$ cat src/eq_coeff_pkg.sv
`default_nettype none
package eq_coeff_pkg;
  localparam int ADDR_W = 12;
  localparam int DATA_W = 24;
  localparam int SAMPLE_W = 12;
  localparam int CENTRE_W = 18;
  localparam int SIDE_W = 12;
  localparam int NUM_TAPS = 9;
  localparam int NUM_REGS = 4;
  localparam int NUM_OTHER = 5;
  localparam int ACC_W = SAMPLE_W + CENTRE_W + 4;
  // Tap positions, counted from zero
  localparam int CENTRE_TAP = 4;
  localparam int TAP6_IDX = 5;
  localparam int TAP7_IDX = 6;
  localparam int TAP8_IDX = 7;
  localparam int TAP9_IDX = 8;
  localparam int OTHER_TAP9 = 4;
  // Register offsets
  localparam logic [ADDR_W-1:0] OFS_CENTRE = 12'h420;
  localparam logic [ADDR_W-1:0] OFS_TAP6 = 12'h423;
  localparam logic [ADDR_W-1:0] OFS_TAP7 = 12'h425;
  localparam logic [ADDR_W-1:0] OFS_TAP8 = 12'h427;
  localparam logic [ADDR_W-1:0] REG_OFFSET [NUM_REGS] = '{OFS_CENTRE, OFS_TAP6, OFS_TAP7, OFS_TAP8};
  // Writable bits, reserved bits included
  localparam logic [DATA_W-1:0] MASK_CENTRE = 24'hffffff;
  localparam logic [DATA_W-1:0] MASK_SIDE = 24'h00ffff;
  localparam logic [DATA_W-1:0] REG_MASK [NUM_REGS] = '{MASK_CENTRE, MASK_SIDE, MASK_SIDE, MASK_SIDE};
  // Field top bit that reads back as zero
  localparam logic [DATA_W-1:0] MSB_CENTRE = 24'h020000;
  localparam logic [DATA_W-1:0] MSB_SIDE = 24'h000800;
  localparam logic [DATA_W-1:0] REG_MSB [NUM_REGS] = '{MSB_CENTRE, MSB_SIDE, MSB_SIDE, MSB_SIDE};
  localparam logic [DATA_W-1:0] RESET_VAL = 24'h000000;
  localparam int CENTRE_RSVD_LO = 18;
  localparam int CENTRE_RSVD_HI = 23;
  localparam int SIDE_RSVD_LO = 12;
  localparam int SIDE_RSVD_HI = 15;
endpackage
`default_nettype wire

$ cat src/eq_coeff_if.sv
`timescale 1ns/100ps
`default_nettype none
interface eq_coeff_if;
  logic signed [eq_coeff_pkg::CENTRE_W-1:0] tap [eq_coeff_pkg::NUM_TAPS];
  logic signed [eq_coeff_pkg::SAMPLE_W-1:0] sample;
  modport source (output tap, output sample);
  modport sink (input tap, input sample);
endinterface
`default_nettype wire

$ cat src/eq_fir_core.sv
`timescale 1ns/100ps
`default_nettype none
module eq_fir_core
(
  input wire logic MCLK,
  input wire logic RESET_N,
  eq_coeff_if.sink cif,
  output logic signed [eq_coeff_pkg::ACC_W-1:0] result
);
  localparam int PROD_W = eq_coeff_pkg::SAMPLE_W + eq_coeff_pkg::CENTRE_W;
  localparam int RUN_W = 4;

  logic signed [eq_coeff_pkg::SAMPLE_W-1:0] dly [eq_coeff_pkg::NUM_TAPS];
  logic signed [PROD_W-1:0] prod [eq_coeff_pkg::NUM_TAPS];
  logic signed [eq_coeff_pkg::ACC_W-1:0] next_result;

  // ****************************************
  // Delay line and products
  // ****************************************
  genvar i;
  generate
    for (i = 0; i < eq_coeff_pkg::NUM_TAPS; i++)
    begin : g_tap
      always_ff @(posedge MCLK or negedge RESET_N)
      begin
        if (!RESET_N)
          dly[i] <= '0;
        else if (i == 0)
          dly[i] <= cif.sample;
        else
          dly[i] <= dly[(i == 0) ? 0 : i-1];
      end
      assign prod[i] = dly[i] * cif.tap[i]; // see RULE11
    end
  endgenerate

  always_comb
  begin
    next_result = '0;
    for (int k = 0; k < eq_coeff_pkg::NUM_TAPS; k++)
      next_result = next_result + eq_coeff_pkg::ACC_W'(prod[k]); // see RULE11
  end

  always_ff @(posedge MCLK or negedge RESET_N)
  begin
    if (!RESET_N)
      result <= '0;
    else
      result <= next_result;
  end

  // ****************************************
  // Checks
  // ****************************************
  logic [RUN_W-1:0] zero_run;
  always_ff @(posedge MCLK or negedge RESET_N)
  begin
    if (!RESET_N)
      zero_run <= '0;
    else if (cif.sample != '0)
      zero_run <= '0;
    else if (zero_run != '1)
      zero_run <= zero_run + 4'h1;
  end

  AST_FIR_FLUSH: assert property (@(posedge MCLK) disable iff (!RESET_N) // see RULE11
    (zero_run > RUN_W'(eq_coeff_pkg::NUM_TAPS)) |-> (result == '0))
    else $error("equalizer output not zero after zero input run");
endmodule
`default_nettype wire

$ cat src/eq_coeff_regs.sv
`timescale 1ns/100ps
`default_nettype none
// Function
// RULE1 - Centre tap is 18-bit signed, bits 17:0
// RULE2 - Centre register feeds tap five in dual mode
// RULE3 - Single mode uses these taps on shared filter
// RULE4 - Centre bits 23:18 reserved, read-write, reset zero
// RULE5 - Tap six is 12-bit signed, bits 11:0
// RULE6 - Tap seven is 12-bit signed, bits 11:0
// RULE7 - Tap eight is 12-bit signed, bits 11:0
// RULE8 - Side tap bits 15:12 reserved, read-write, zero
// RULE9 - Readback returns field top bit as zero
// RULE10 - All coefficient fields reset to zero
// RULE11 - Filter sums nine coefficient-sample products
module eq_coeff_regs
(
  input wire logic MCLK,
  input wire logic RESET_N,
  input wire logic [eq_coeff_pkg::ADDR_W-1:0] ADDR,
  input wire logic [eq_coeff_pkg::DATA_W-1:0] WDATA,
  input wire logic WR,
  input wire logic RD,
  output logic [eq_coeff_pkg::DATA_W-1:0] RDATA,
  input wire logic SINGLE_CHANNEL,
  input wire logic signed [eq_coeff_pkg::SAMPLE_W-1:0] CHA_SAMPLE,
  input wire logic signed [eq_coeff_pkg::SAMPLE_W-1:0] SHARED_SAMPLE,
  input wire logic [eq_coeff_pkg::NUM_OTHER*eq_coeff_pkg::SIDE_W-1:0] OTHER_COEFF,
  output logic signed [eq_coeff_pkg::ACC_W-1:0] EQ_OUT
);
  localparam int SW = eq_coeff_pkg::SIDE_W;
  localparam int CW = eq_coeff_pkg::CENTRE_W;
  localparam int PAD = CW - SW;

  eq_coeff_if cif ();

  logic [eq_coeff_pkg::DATA_W-1:0] coeff_reg [eq_coeff_pkg::NUM_REGS];
  logic [eq_coeff_pkg::NUM_REGS-1:0] hit;
  logic [eq_coeff_pkg::DATA_W-1:0] rd_term [eq_coeff_pkg::NUM_REGS];
  logic [eq_coeff_pkg::DATA_W-1:0] read_mux;
  logic [eq_coeff_pkg::DATA_W-1:0] next_rdata;
  logic any_hit;

  // ****************************************
  // Register storage
  // ****************************************
  genvar r;
  generate
    for (r = 0; r < eq_coeff_pkg::NUM_REGS; r++)
    begin : g_reg
      assign hit[r] = (ADDR == eq_coeff_pkg::REG_OFFSET[r]);
      // Reserved bits are stored too; only the field reaches the filter
      always_ff @(posedge MCLK or negedge RESET_N)
      begin
        if (!RESET_N)
          coeff_reg[r] <= eq_coeff_pkg::RESET_VAL; // see RULE10
        else if (WR && hit[r])
          coeff_reg[r] <= WDATA & eq_coeff_pkg::REG_MASK[r]; // see RULE4 see RULE8
      end
      // Field top bit always reads back as zero
      assign rd_term[r] = hit[r] ? (coeff_reg[r] & ~eq_coeff_pkg::REG_MSB[r]) : '0; // see RULE9
    end
  endgenerate

  // ****************************************
  // Read path
  // ****************************************
  assign any_hit = |hit;

  always_comb
  begin
    read_mux = '0;
    for (int k = 0; k < eq_coeff_pkg::NUM_REGS; k++)
      read_mux = read_mux | rd_term[k];
  end

  assign next_rdata = RD ? read_mux : '0;

  always_ff @(posedge MCLK or negedge RESET_N)
  begin
    if (!RESET_N)
      RDATA <= '0;
    else
      RDATA <= next_rdata;
  end

  // ****************************************
  // Coefficient mapping
  // ****************************************
  wire logic [SW-1:0] other_tap [eq_coeff_pkg::NUM_OTHER];

  genvar t;
  generate
    for (t = 0; t < eq_coeff_pkg::NUM_OTHER; t++)
    begin : g_other
      assign other_tap[t] = OTHER_COEFF[t*SW +: SW];
    end
    for (t = 0; t < eq_coeff_pkg::CENTRE_TAP; t++)
    begin : g_low
      assign cif.tap[t] = {{PAD{other_tap[t][SW-1]}}, other_tap[t]};
    end
  endgenerate

  assign cif.tap[eq_coeff_pkg::CENTRE_TAP] = coeff_reg[0][CW-1:0]; // see RULE1 see RULE2
  assign cif.tap[eq_coeff_pkg::TAP6_IDX] = {{PAD{coeff_reg[1][SW-1]}}, coeff_reg[1][SW-1:0]}; // see RULE5
  assign cif.tap[eq_coeff_pkg::TAP7_IDX] = {{PAD{coeff_reg[2][SW-1]}}, coeff_reg[2][SW-1:0]}; // see RULE6
  assign cif.tap[eq_coeff_pkg::TAP8_IDX] = {{PAD{coeff_reg[3][SW-1]}}, coeff_reg[3][SW-1:0]}; // see RULE7
  assign cif.tap[eq_coeff_pkg::TAP9_IDX] =
    {{PAD{other_tap[eq_coeff_pkg::OTHER_TAP9][SW-1]}}, other_tap[eq_coeff_pkg::OTHER_TAP9]};

  // Single mode runs the shared stream through the same taps
  assign cif.sample = SINGLE_CHANNEL ? SHARED_SAMPLE : CHA_SAMPLE; // see RULE3

  // ****************************************
  // Filter datapath
  // ****************************************
  eq_fir_core u_fir
  (
    .MCLK(MCLK),
    .RESET_N(RESET_N),
    .cif(cif.sink),
    .result(EQ_OUT)
  );

  // ****************************************
  // Checks
  // ****************************************
  wire logic side_hit = hit[1] | hit[2] | hit[3];

  AST_CENTRE_HOLD: assert property (@(posedge MCLK) disable iff (!RESET_N) // see RULE1
    (WR && hit[0]) |=> (cif.tap[eq_coeff_pkg::CENTRE_TAP] == $past(WDATA[CW-1:0])))
    else $error("centre coefficient not stored from write");

  AST_CENTRE_DUAL: assert property (@(posedge MCLK) disable iff (!RESET_N) // see RULE2
    (WR && hit[0] && !SINGLE_CHANNEL) ##1 !SINGLE_CHANNEL [*2]
      |-> (cif.tap[eq_coeff_pkg::CENTRE_TAP] == $past(WDATA[CW-1:0], 2)) || $past(WR))
    else $error("centre coefficient not on tap five in dual mode");

  AST_SHARED_SEL: assert property (@(posedge MCLK) disable iff (!RESET_N) // see RULE3
    SINGLE_CHANNEL |-> (cif.sample == SHARED_SAMPLE))
    else $error("shared stream not selected in single mode");

  AST_CENTRE_RSVD: assert property (@(posedge MCLK) disable iff (!RESET_N) // see RULE4
    (WR && hit[0]) ##1 (RD && hit[0]) |=>
      (RDATA[eq_coeff_pkg::CENTRE_RSVD_HI:eq_coeff_pkg::CENTRE_RSVD_LO]
        == $past(WDATA[eq_coeff_pkg::CENTRE_RSVD_HI:eq_coeff_pkg::CENTRE_RSVD_LO], 2)))
    else $error("centre reserved bits not read back");

  AST_TAP6: assert property (@(posedge MCLK) disable iff (!RESET_N) // see RULE5
    (WR && hit[1]) |=> ($signed(cif.tap[eq_coeff_pkg::TAP6_IDX]) == $signed($past(WDATA[SW-1:0]))))
    else $error("tap six coefficient wrong");

  AST_TAP7: assert property (@(posedge MCLK) disable iff (!RESET_N) // see RULE6
    (WR && hit[2]) |=> ($signed(cif.tap[eq_coeff_pkg::TAP7_IDX]) == $signed($past(WDATA[SW-1:0]))))
    else $error("tap seven coefficient wrong");

  AST_TAP8: assert property (@(posedge MCLK) disable iff (!RESET_N) // see RULE7
    (WR && hit[3]) |=> ($signed(cif.tap[eq_coeff_pkg::TAP8_IDX]) == $signed($past(WDATA[SW-1:0]))))
    else $error("tap eight coefficient wrong");

  AST_SIDE_RSVD: assert property (@(posedge MCLK) disable iff (!RESET_N) // see RULE8
    (WR && side_hit) ##1 (RD && ADDR == $past(ADDR)) |=>
      (RDATA[eq_coeff_pkg::SIDE_RSVD_HI:eq_coeff_pkg::SIDE_RSVD_LO]
        == $past(WDATA[eq_coeff_pkg::SIDE_RSVD_HI:eq_coeff_pkg::SIDE_RSVD_LO], 2))
      && (RDATA[eq_coeff_pkg::DATA_W-1:eq_coeff_pkg::SIDE_RSVD_HI+1] == '0))
    else $error("side tap reserved bits not read back");

  AST_MSB_ZERO: assert property (@(posedge MCLK) disable iff (!RESET_N) // see RULE9
    RD |=> ((RDATA & ($past(hit[0]) ? eq_coeff_pkg::MSB_CENTRE : eq_coeff_pkg::MSB_SIDE)) == '0))
    else $error("coefficient top bit not read as zero");

  AST_RESET_ZERO: assert property (@(posedge MCLK) disable iff (!RESET_N) // see RULE10
    $rose(RESET_N) |-> (cif.tap[eq_coeff_pkg::CENTRE_TAP] == '0) && (cif.tap[eq_coeff_pkg::TAP6_IDX] == '0)
      && (cif.tap[eq_coeff_pkg::TAP7_IDX] == '0) && (cif.tap[eq_coeff_pkg::TAP8_IDX] == '0))
    else $error("coefficients not zero after reset");

  AST_UNMAPPED: assert property (@(posedge MCLK) disable iff (!RESET_N)
    (RD && !any_hit) |=> (RDATA == '0))
    else $error("unmapped read not zero");

  AST_IDLE_READ: assert property (@(posedge MCLK) disable iff (!RESET_N)
    !RD |=> (RDATA == '0))
    else $error("read data present without a read");
endmodule
`default_nettype wire

$ cat config.mk
export PLATFORM = sky130hd
export DESIGN_NAME = eq_coeff_regs
export DESIGN_NICKNAME = d
export VERILOG_FILES = /design/src/eq_coeff_pkg.sv /design/src/eq_coeff_if.sv /design/src/eq_fir_core.sv /design/src/eq_coeff_regs.sv
export SDC_FILE = /design/constraint.sdc
export NUM_CORES = 2
export LEC_CHECK = 0
export BUFFER_PORTS_ARGS = -buffer_cell sky130_fd_sc_hd__buf_2
export CORE_UTILIZATION = 70
export DETAILED_ROUTE_END_ITERATION = 10
export GPL_ROUTABILITY_DRIVEN = 0
export PLACE_DENSITY = 0.95
export REMOVE_ABC_BUFFERS = 1
export SETUP_SLACK_MARGIN = 0.05
export SYNTH_ARGS = -nofsm -noshare
export SYNTH_HDL_FRONTEND = slang
export SYNTH_SLANG_ARGS = --single-unit
$ cat constraint.sdc
create_clock -name MCLK -period 20.1 [get_ports MCLK]
set_clock_uncertainty 0.15 [all_clocks]
set_input_delay 1.005 -clock MCLK [delete_from_list [all_inputs] [get_ports MCLK]]
set_output_delay 1.005 -clock MCLK [all_outputs]
set_load 0.02 [all_outputs]
-- Yosys cells after proc, flatten, opt, wreduce, memory -nomap -nowiden
Cells that the tools add are included.
- $add $sub $neg: 8
- multipliers: 9
- equal/unequal tests: 4
- multiplexer cells: 6
- bitwise gates (word level): 3
- reduce and logical (&&, ||, !) cells: 4
- operators with widths (operator ; number):
    12-bit by 12-bit multiplier with 24-bit output ; 8
    34-bit by 24-bit adder with 34-bit output ; 4
    24-bit by 16-bit bitwise OR with 24-bit output ; 3
    12-bit by 11-bit equality test with 1-bit output, second input constant ; 4
    16-bit two-way mux ; 3
    24-bit two-way mux ; 2
    34-bit by 30-bit adder with 34-bit output ; 1
    12-bit by 18-bit multiplier with 30-bit output ; 1
    26-bit by 24-bit adder with 27-bit output ; 1
    25-bit by 24-bit adder with 26-bit output ; 1
    24-bit by 24-bit adder with 25-bit output ; 1
    12-bit two-way mux ; 1
    1-bit logical AND ; 4
- flip-flop bits (word level): 238
- input bits: 125
- output and inout port bits: 58

-- Longest topological paths before layout
- word-level depth: 9
- mapped depth: 52

-- Hierarchy
From an unflattened synthesis, not the netlist that was laid out.
- cell total of the unflattened synthesis: 7933
- area total of the unflattened synthesis: 79204.7 sq um
- by module, submodules not included (module ; instances ; cells each ; area each (sq um)):
    eq_fir_core ; 1 ; 7651 ; 75050.7
    eq_coeff_regs ; 1 ; 282 ; 4154.0

-- Least setup slack after synthesis
No wires, ideal clock.
- kind: in2reg
- from: in OTHER_COEFF[1] (netlist bit)
- to: reg u_fir.result[32] (netlist bit)
- setup time: 0.080 ns
- data arrival time: 13.610 ns
- required time: 19.870 ns
- setup slack: 6.261 ns
- stages: 47
- cell sequence: clkbuf_1 > nand2_1 > fa_1 > inv_1 > fa_1 > inv_1 > fa_1 > inv_1 > fa_1 > inv_1 > fa_1 > fa_1 > inv_1 > fa_1 > fa_1 > inv_1 > fa_1 > inv_1 > [11 not listed] > fa_1 > inv_1 > fa_1 > fa_1 > fa_1 > fa_1 > inv_1 > fa_1 > ha_1 > ha_1 > a21o_1 > o2bb2ai_1 > a2111o_1 > o211ai_2 > a21oi_1 > a311o_1 > a21oi_2 > xnor2_1
- cells in the longest elaborated chain, start to end: 9
- RTL lines (element ; RTL line ; text):
    start, declared ; eq_coeff_regs.sv:27 ; input wire logic [eq_coeff_pkg::NUM_OTHER*eq_coeff_pkg::SIDE_W-1:0] OTHER_COEFF,
    12-bit by 12-bit multiplier with 24-bit output ; eq_fir_core.sv:33 ; assign prod[i] = dly[i] * cif.tap[i];
    24-bit by 24-bit adder with 25-bit output ; eq_fir_core.sv:41 ; next_result = next_result + eq_coeff_pkg::ACC_W'(prod[k]);
    25-bit by 24-bit adder with 26-bit output ; eq_fir_core.sv:41 ;
    26-bit by 24-bit adder with 27-bit output ; eq_fir_core.sv:41 ;
    34-bit by 30-bit adder with 34-bit output ; eq_fir_core.sv:41 ;
    34-bit by 24-bit adder with 34-bit output (4 in series) ; eq_fir_core.sv:41 ;
    via u_fir.next_result (one bit) ; eq_fir_core.sv:15 ; logic signed [eq_coeff_pkg::ACC_W-1:0] next_result;
    end signal, assigned ; eq_fir_core.sv:49 ; result <= next_result;
    end, declared ; eq_fir_core.sv:8 ; output logic signed [eq_coeff_pkg::ACC_W-1:0] result
The timed path passes the listed nets, and every way through them passes these cells.
A chain may end at the register's enable or synchronous reset.

-- Worst setup path in the final report
- from: reg u_fir.dly[81] (netlist bit)
- to: reg u_fir.result[33] (netlist bit)
- cells in the longest elaborated chain, start to end: 8
- RTL lines (element ; RTL line ; text):
    start, declared ; eq_fir_core.sv:13 ; logic signed [eq_coeff_pkg::SAMPLE_W-1:0] dly [eq_coeff_pkg::NUM_TAPS];
    start signal, assigned by index ; eq_fir_core.sv:29 ; dly[i] <= cif.sample;
    start signal, assigned by index ; eq_fir_core.sv:31 ; dly[i] <= dly[(i == 0) ? 0 : i-1];
    12-bit by 12-bit multiplier with 24-bit output ; eq_fir_core.sv:33 ;
    25-bit by 24-bit adder with 26-bit output ; eq_fir_core.sv:41 ;
    26-bit by 24-bit adder with 27-bit output ; eq_fir_core.sv:41 ;
    34-bit by 30-bit adder with 34-bit output ; eq_fir_core.sv:41 ;
    34-bit by 24-bit adder with 34-bit output (4 in series) ; eq_fir_core.sv:41 ;
    via u_fir.next_result (one bit) ; eq_fir_core.sv:15 ;
The timed path passes the listed nets, and every way through them passes these cells.

==> out/results.txt <==
die area: 92000 µm²
most frequent cell on the critical path: fa_1
Total Wirelength: 187 mm
register area: 5930 µm²
Routed Antenna Nets: 0
Boundary Pins: 183
DP HPWL: 150 mm
Hold Fails Final Rpt: 0
worst setup path start: u_fir.dly[81]$_DFF_PN0_
postcts setup bufs: 0
vias in the first global route: 55531
NumNets Final: 8417
final worst path period share: 0.793
vias per cell: 6.29
Worst Hold Class: in2async
failing checks: capacitance limit, slew limit
Worst-path clk slew: 60 ps
Post-route DRC: 0
R2R Setup Slk: 4150 ps
Synth Area in Adders: 0.628
Worst-Skew Late Latency: 670 ps
area grow syn2layout: 4.33%
Largest Register: u_fir.dly
gr ovfl total: 0
syn_area_per_cell: 10.3 µm²
CP Capture Type: flop
CP max stage delay: 780 ps
Startpoint Class: flop
setup repair after global routing missed its margin: false
Placed Cells: 7289
fill count: 5019
EDFF count, synth: 0
cell count after synthesis: 6171
total CTS buffers: 35
RR Endpoint: u_fir.result[33]$_DFF_PN0_
Worst Tran Pin Value: 1500 ps
First-pass DRT Iterations: 11
fmax: 62.7 MHz
Tot GR Track Use: 0.439
final count of negative-setup-slack endpoints: 0
status: finished, violations left
max-cap violations: 1
Setup TNS: 0 ps
RR Startpoint: u_fir.dly[81]$_DFF_PN0_
CP Data Required Time: 20420 ps
Die X: 303 µm
first-pass GRT wire length: 299 mm
pin count of the biggest net entering global routing: 85
Die Y: 303 µm
Post-Syn Area: 63600 µm²
relative slew slack: -0.00180
clk buf depth: 3
Root Driver: clkbuf_16
share of layout cells above drive strength 1: 0.0591
CTS tree: built
sequential share of the synthesized area: 0.0933
crit path time final: 15950 ps
Post-synth top flop: dfrtp_1
Synth cell types: 65
hold_buf cts: 0
mux contribution to synthesized area: 0.0187
IO Port Bufs: 181
compound-gate portion of the synthesized area: 0.0173
Clock Sinks: 237
post-synthesis simple-gate area fraction: 0.115
CP Class: reg2reg
Finished Layout Cells: 7360
Starting DRT DRC Count: 4923
routed length per placed instance: 25.4 µm
Async S/R FF share, synth: 1.00
core area: 90000 µm²
R2R depth: 39
PostCTS Resize Cnt: 0
Multi-input gate area: 50200 µm²
CTS HTree Levels: 2
row cnt: 110
Final Max Tran Viols: 20
FF+latch count, synth: 237
CP max stage cell: a211oi_1
critical path arrival: 16260 ps
number of flip-flops in the largest register: 108
routed via count: 46260
starting density of the core: 0.706
crit path to: u_fir.result[33]$_DFF_PN0_
main combinational cell family by area after synthesis: adder cells
xor-xnor portion of the synthesized cell area: 0.00964
Synth Warn #: 0
Layout Utilization: 0.737
initial antenna violation count: 19
Critical Path Fanout Max: 13
[cells in the final DEF, fill, tap and decap left out, types with 55 or more instances in the layout]
master,n
inv_1,1723
dfrtp_1,237
ha_1,390
nand2b_1,76
xnor2_1,55
fa_1,1752
nand2_1,761
buf_2,180
mux2_2,79
and2_1,522
[cell families (layout without fill, tap and decap cells)]
kind of cell / count (synthesis) / after routing
AOI/OAI and AO/OA: 162 / 162
muxes: 99 / 99
buffers and inverters: 1970 / 1976
xor gates and xnor gates: 70 / 70
DFF: 237 / 237
other: 1 / 8
adders and majority gates: 2142 / 2142
and+or+nand+nor: 1490 / 1490
[worst min path at each step]
stage	end	slack, ps	depth (start not counted)
2_1_floorplan	coeff_reg[95]$_DFFE_PN0P_	320	1
3_3_place_gp	coeff_reg[95]$_DFFE_PN0P_	330	1
3_5_place_dp	coeff_reg[94]$_DFFE_PN0P_	340	1
4_1_cts	u_fir.result[29]$_DFF_PN0_	330	1
5_1_grt	u_fir.dly[31]$_DFF_PN0_	320	1
6_report	u_fir.result[23]$_DFF_PN0_	290	1
[metrics by stage]
step / setup WS, ps / area, µm² / hold WS [ps]
floorplan: 6490 / 62600 / 321
global placement: 5140 / 65000 / 333
detailed placement: 4410 / 65000 / 337
CTS: 4700 / 66300 / 331
global route: 4010 / 66300 / 322
finish: 4150 / 66300 / 286
[routing by layer]
metal / share of wire / global-route usage
met3: 0.13 / 0.170
met1: 0.28 / 0.458
met2: 0.47 / 0.689
met5: 0.00094 / 0.00414
met4: 0.12 / 0.395
[layout make-up]
class / count / share of cell area
inverters: 1723 / 0.0975
flip-flops and latches: 237 / 0.0894
multi-input cells: 3964 / 0.757
repair buffers: 189 / 0.0147
well taps: 1176 / 0.0222
clock inverters: 21 / 0.00472
clock buffers: 43 / 0.0143
diodes: 7 / 0.000264
[cell usage after synthesis, types with 4 or more instances]
cell type	n	share of area
a211oi_1	7	0.00083
a21o_1	18	0.0021
a21oi_1	48	0.0038
a222oi_1	15	0.0024
and2_1	522	0.051
and3_1	11	0.0011
buf_2	4	0.00031
buf_6	4	0.00071
clkbuf_1	233	0.014
dfrtp_1	237	0.093
fa_1	1752	0.55
ha_1	390	0.077
inv_1	1723	0.10
mux2_2	79	0.014
mux2_4	20	0.0047
nand2_1	761	0.045
nand2b_1	76	0.0075
nand3_1	9	0.00071
nor2_1	41	0.0024
nor2b_1	37	0.0036
nor3_1	12	0.00094
o21a_1	8	0.00094
o21ai_0	29	0.0023
o21bai_1	7	0.00083
xnor2_1	55	0.0076
xor2_1	15	0.0021
[critical path, delay by kind of cell, from the launching register on]
kind	cells	cell delay, ps
AO/OA/AOI/OAI	8	3070
XOR/XNOR	1	320
adder cells (fa/ha/maj)	20	9660
buffers and inverters	5	290
flip-flops	1	750
AND/OR/NAND/NOR	5	1510
Power is not shown: default switching activity piles up to over one toggle a cycle in this logic, so the estimate is an artifact.
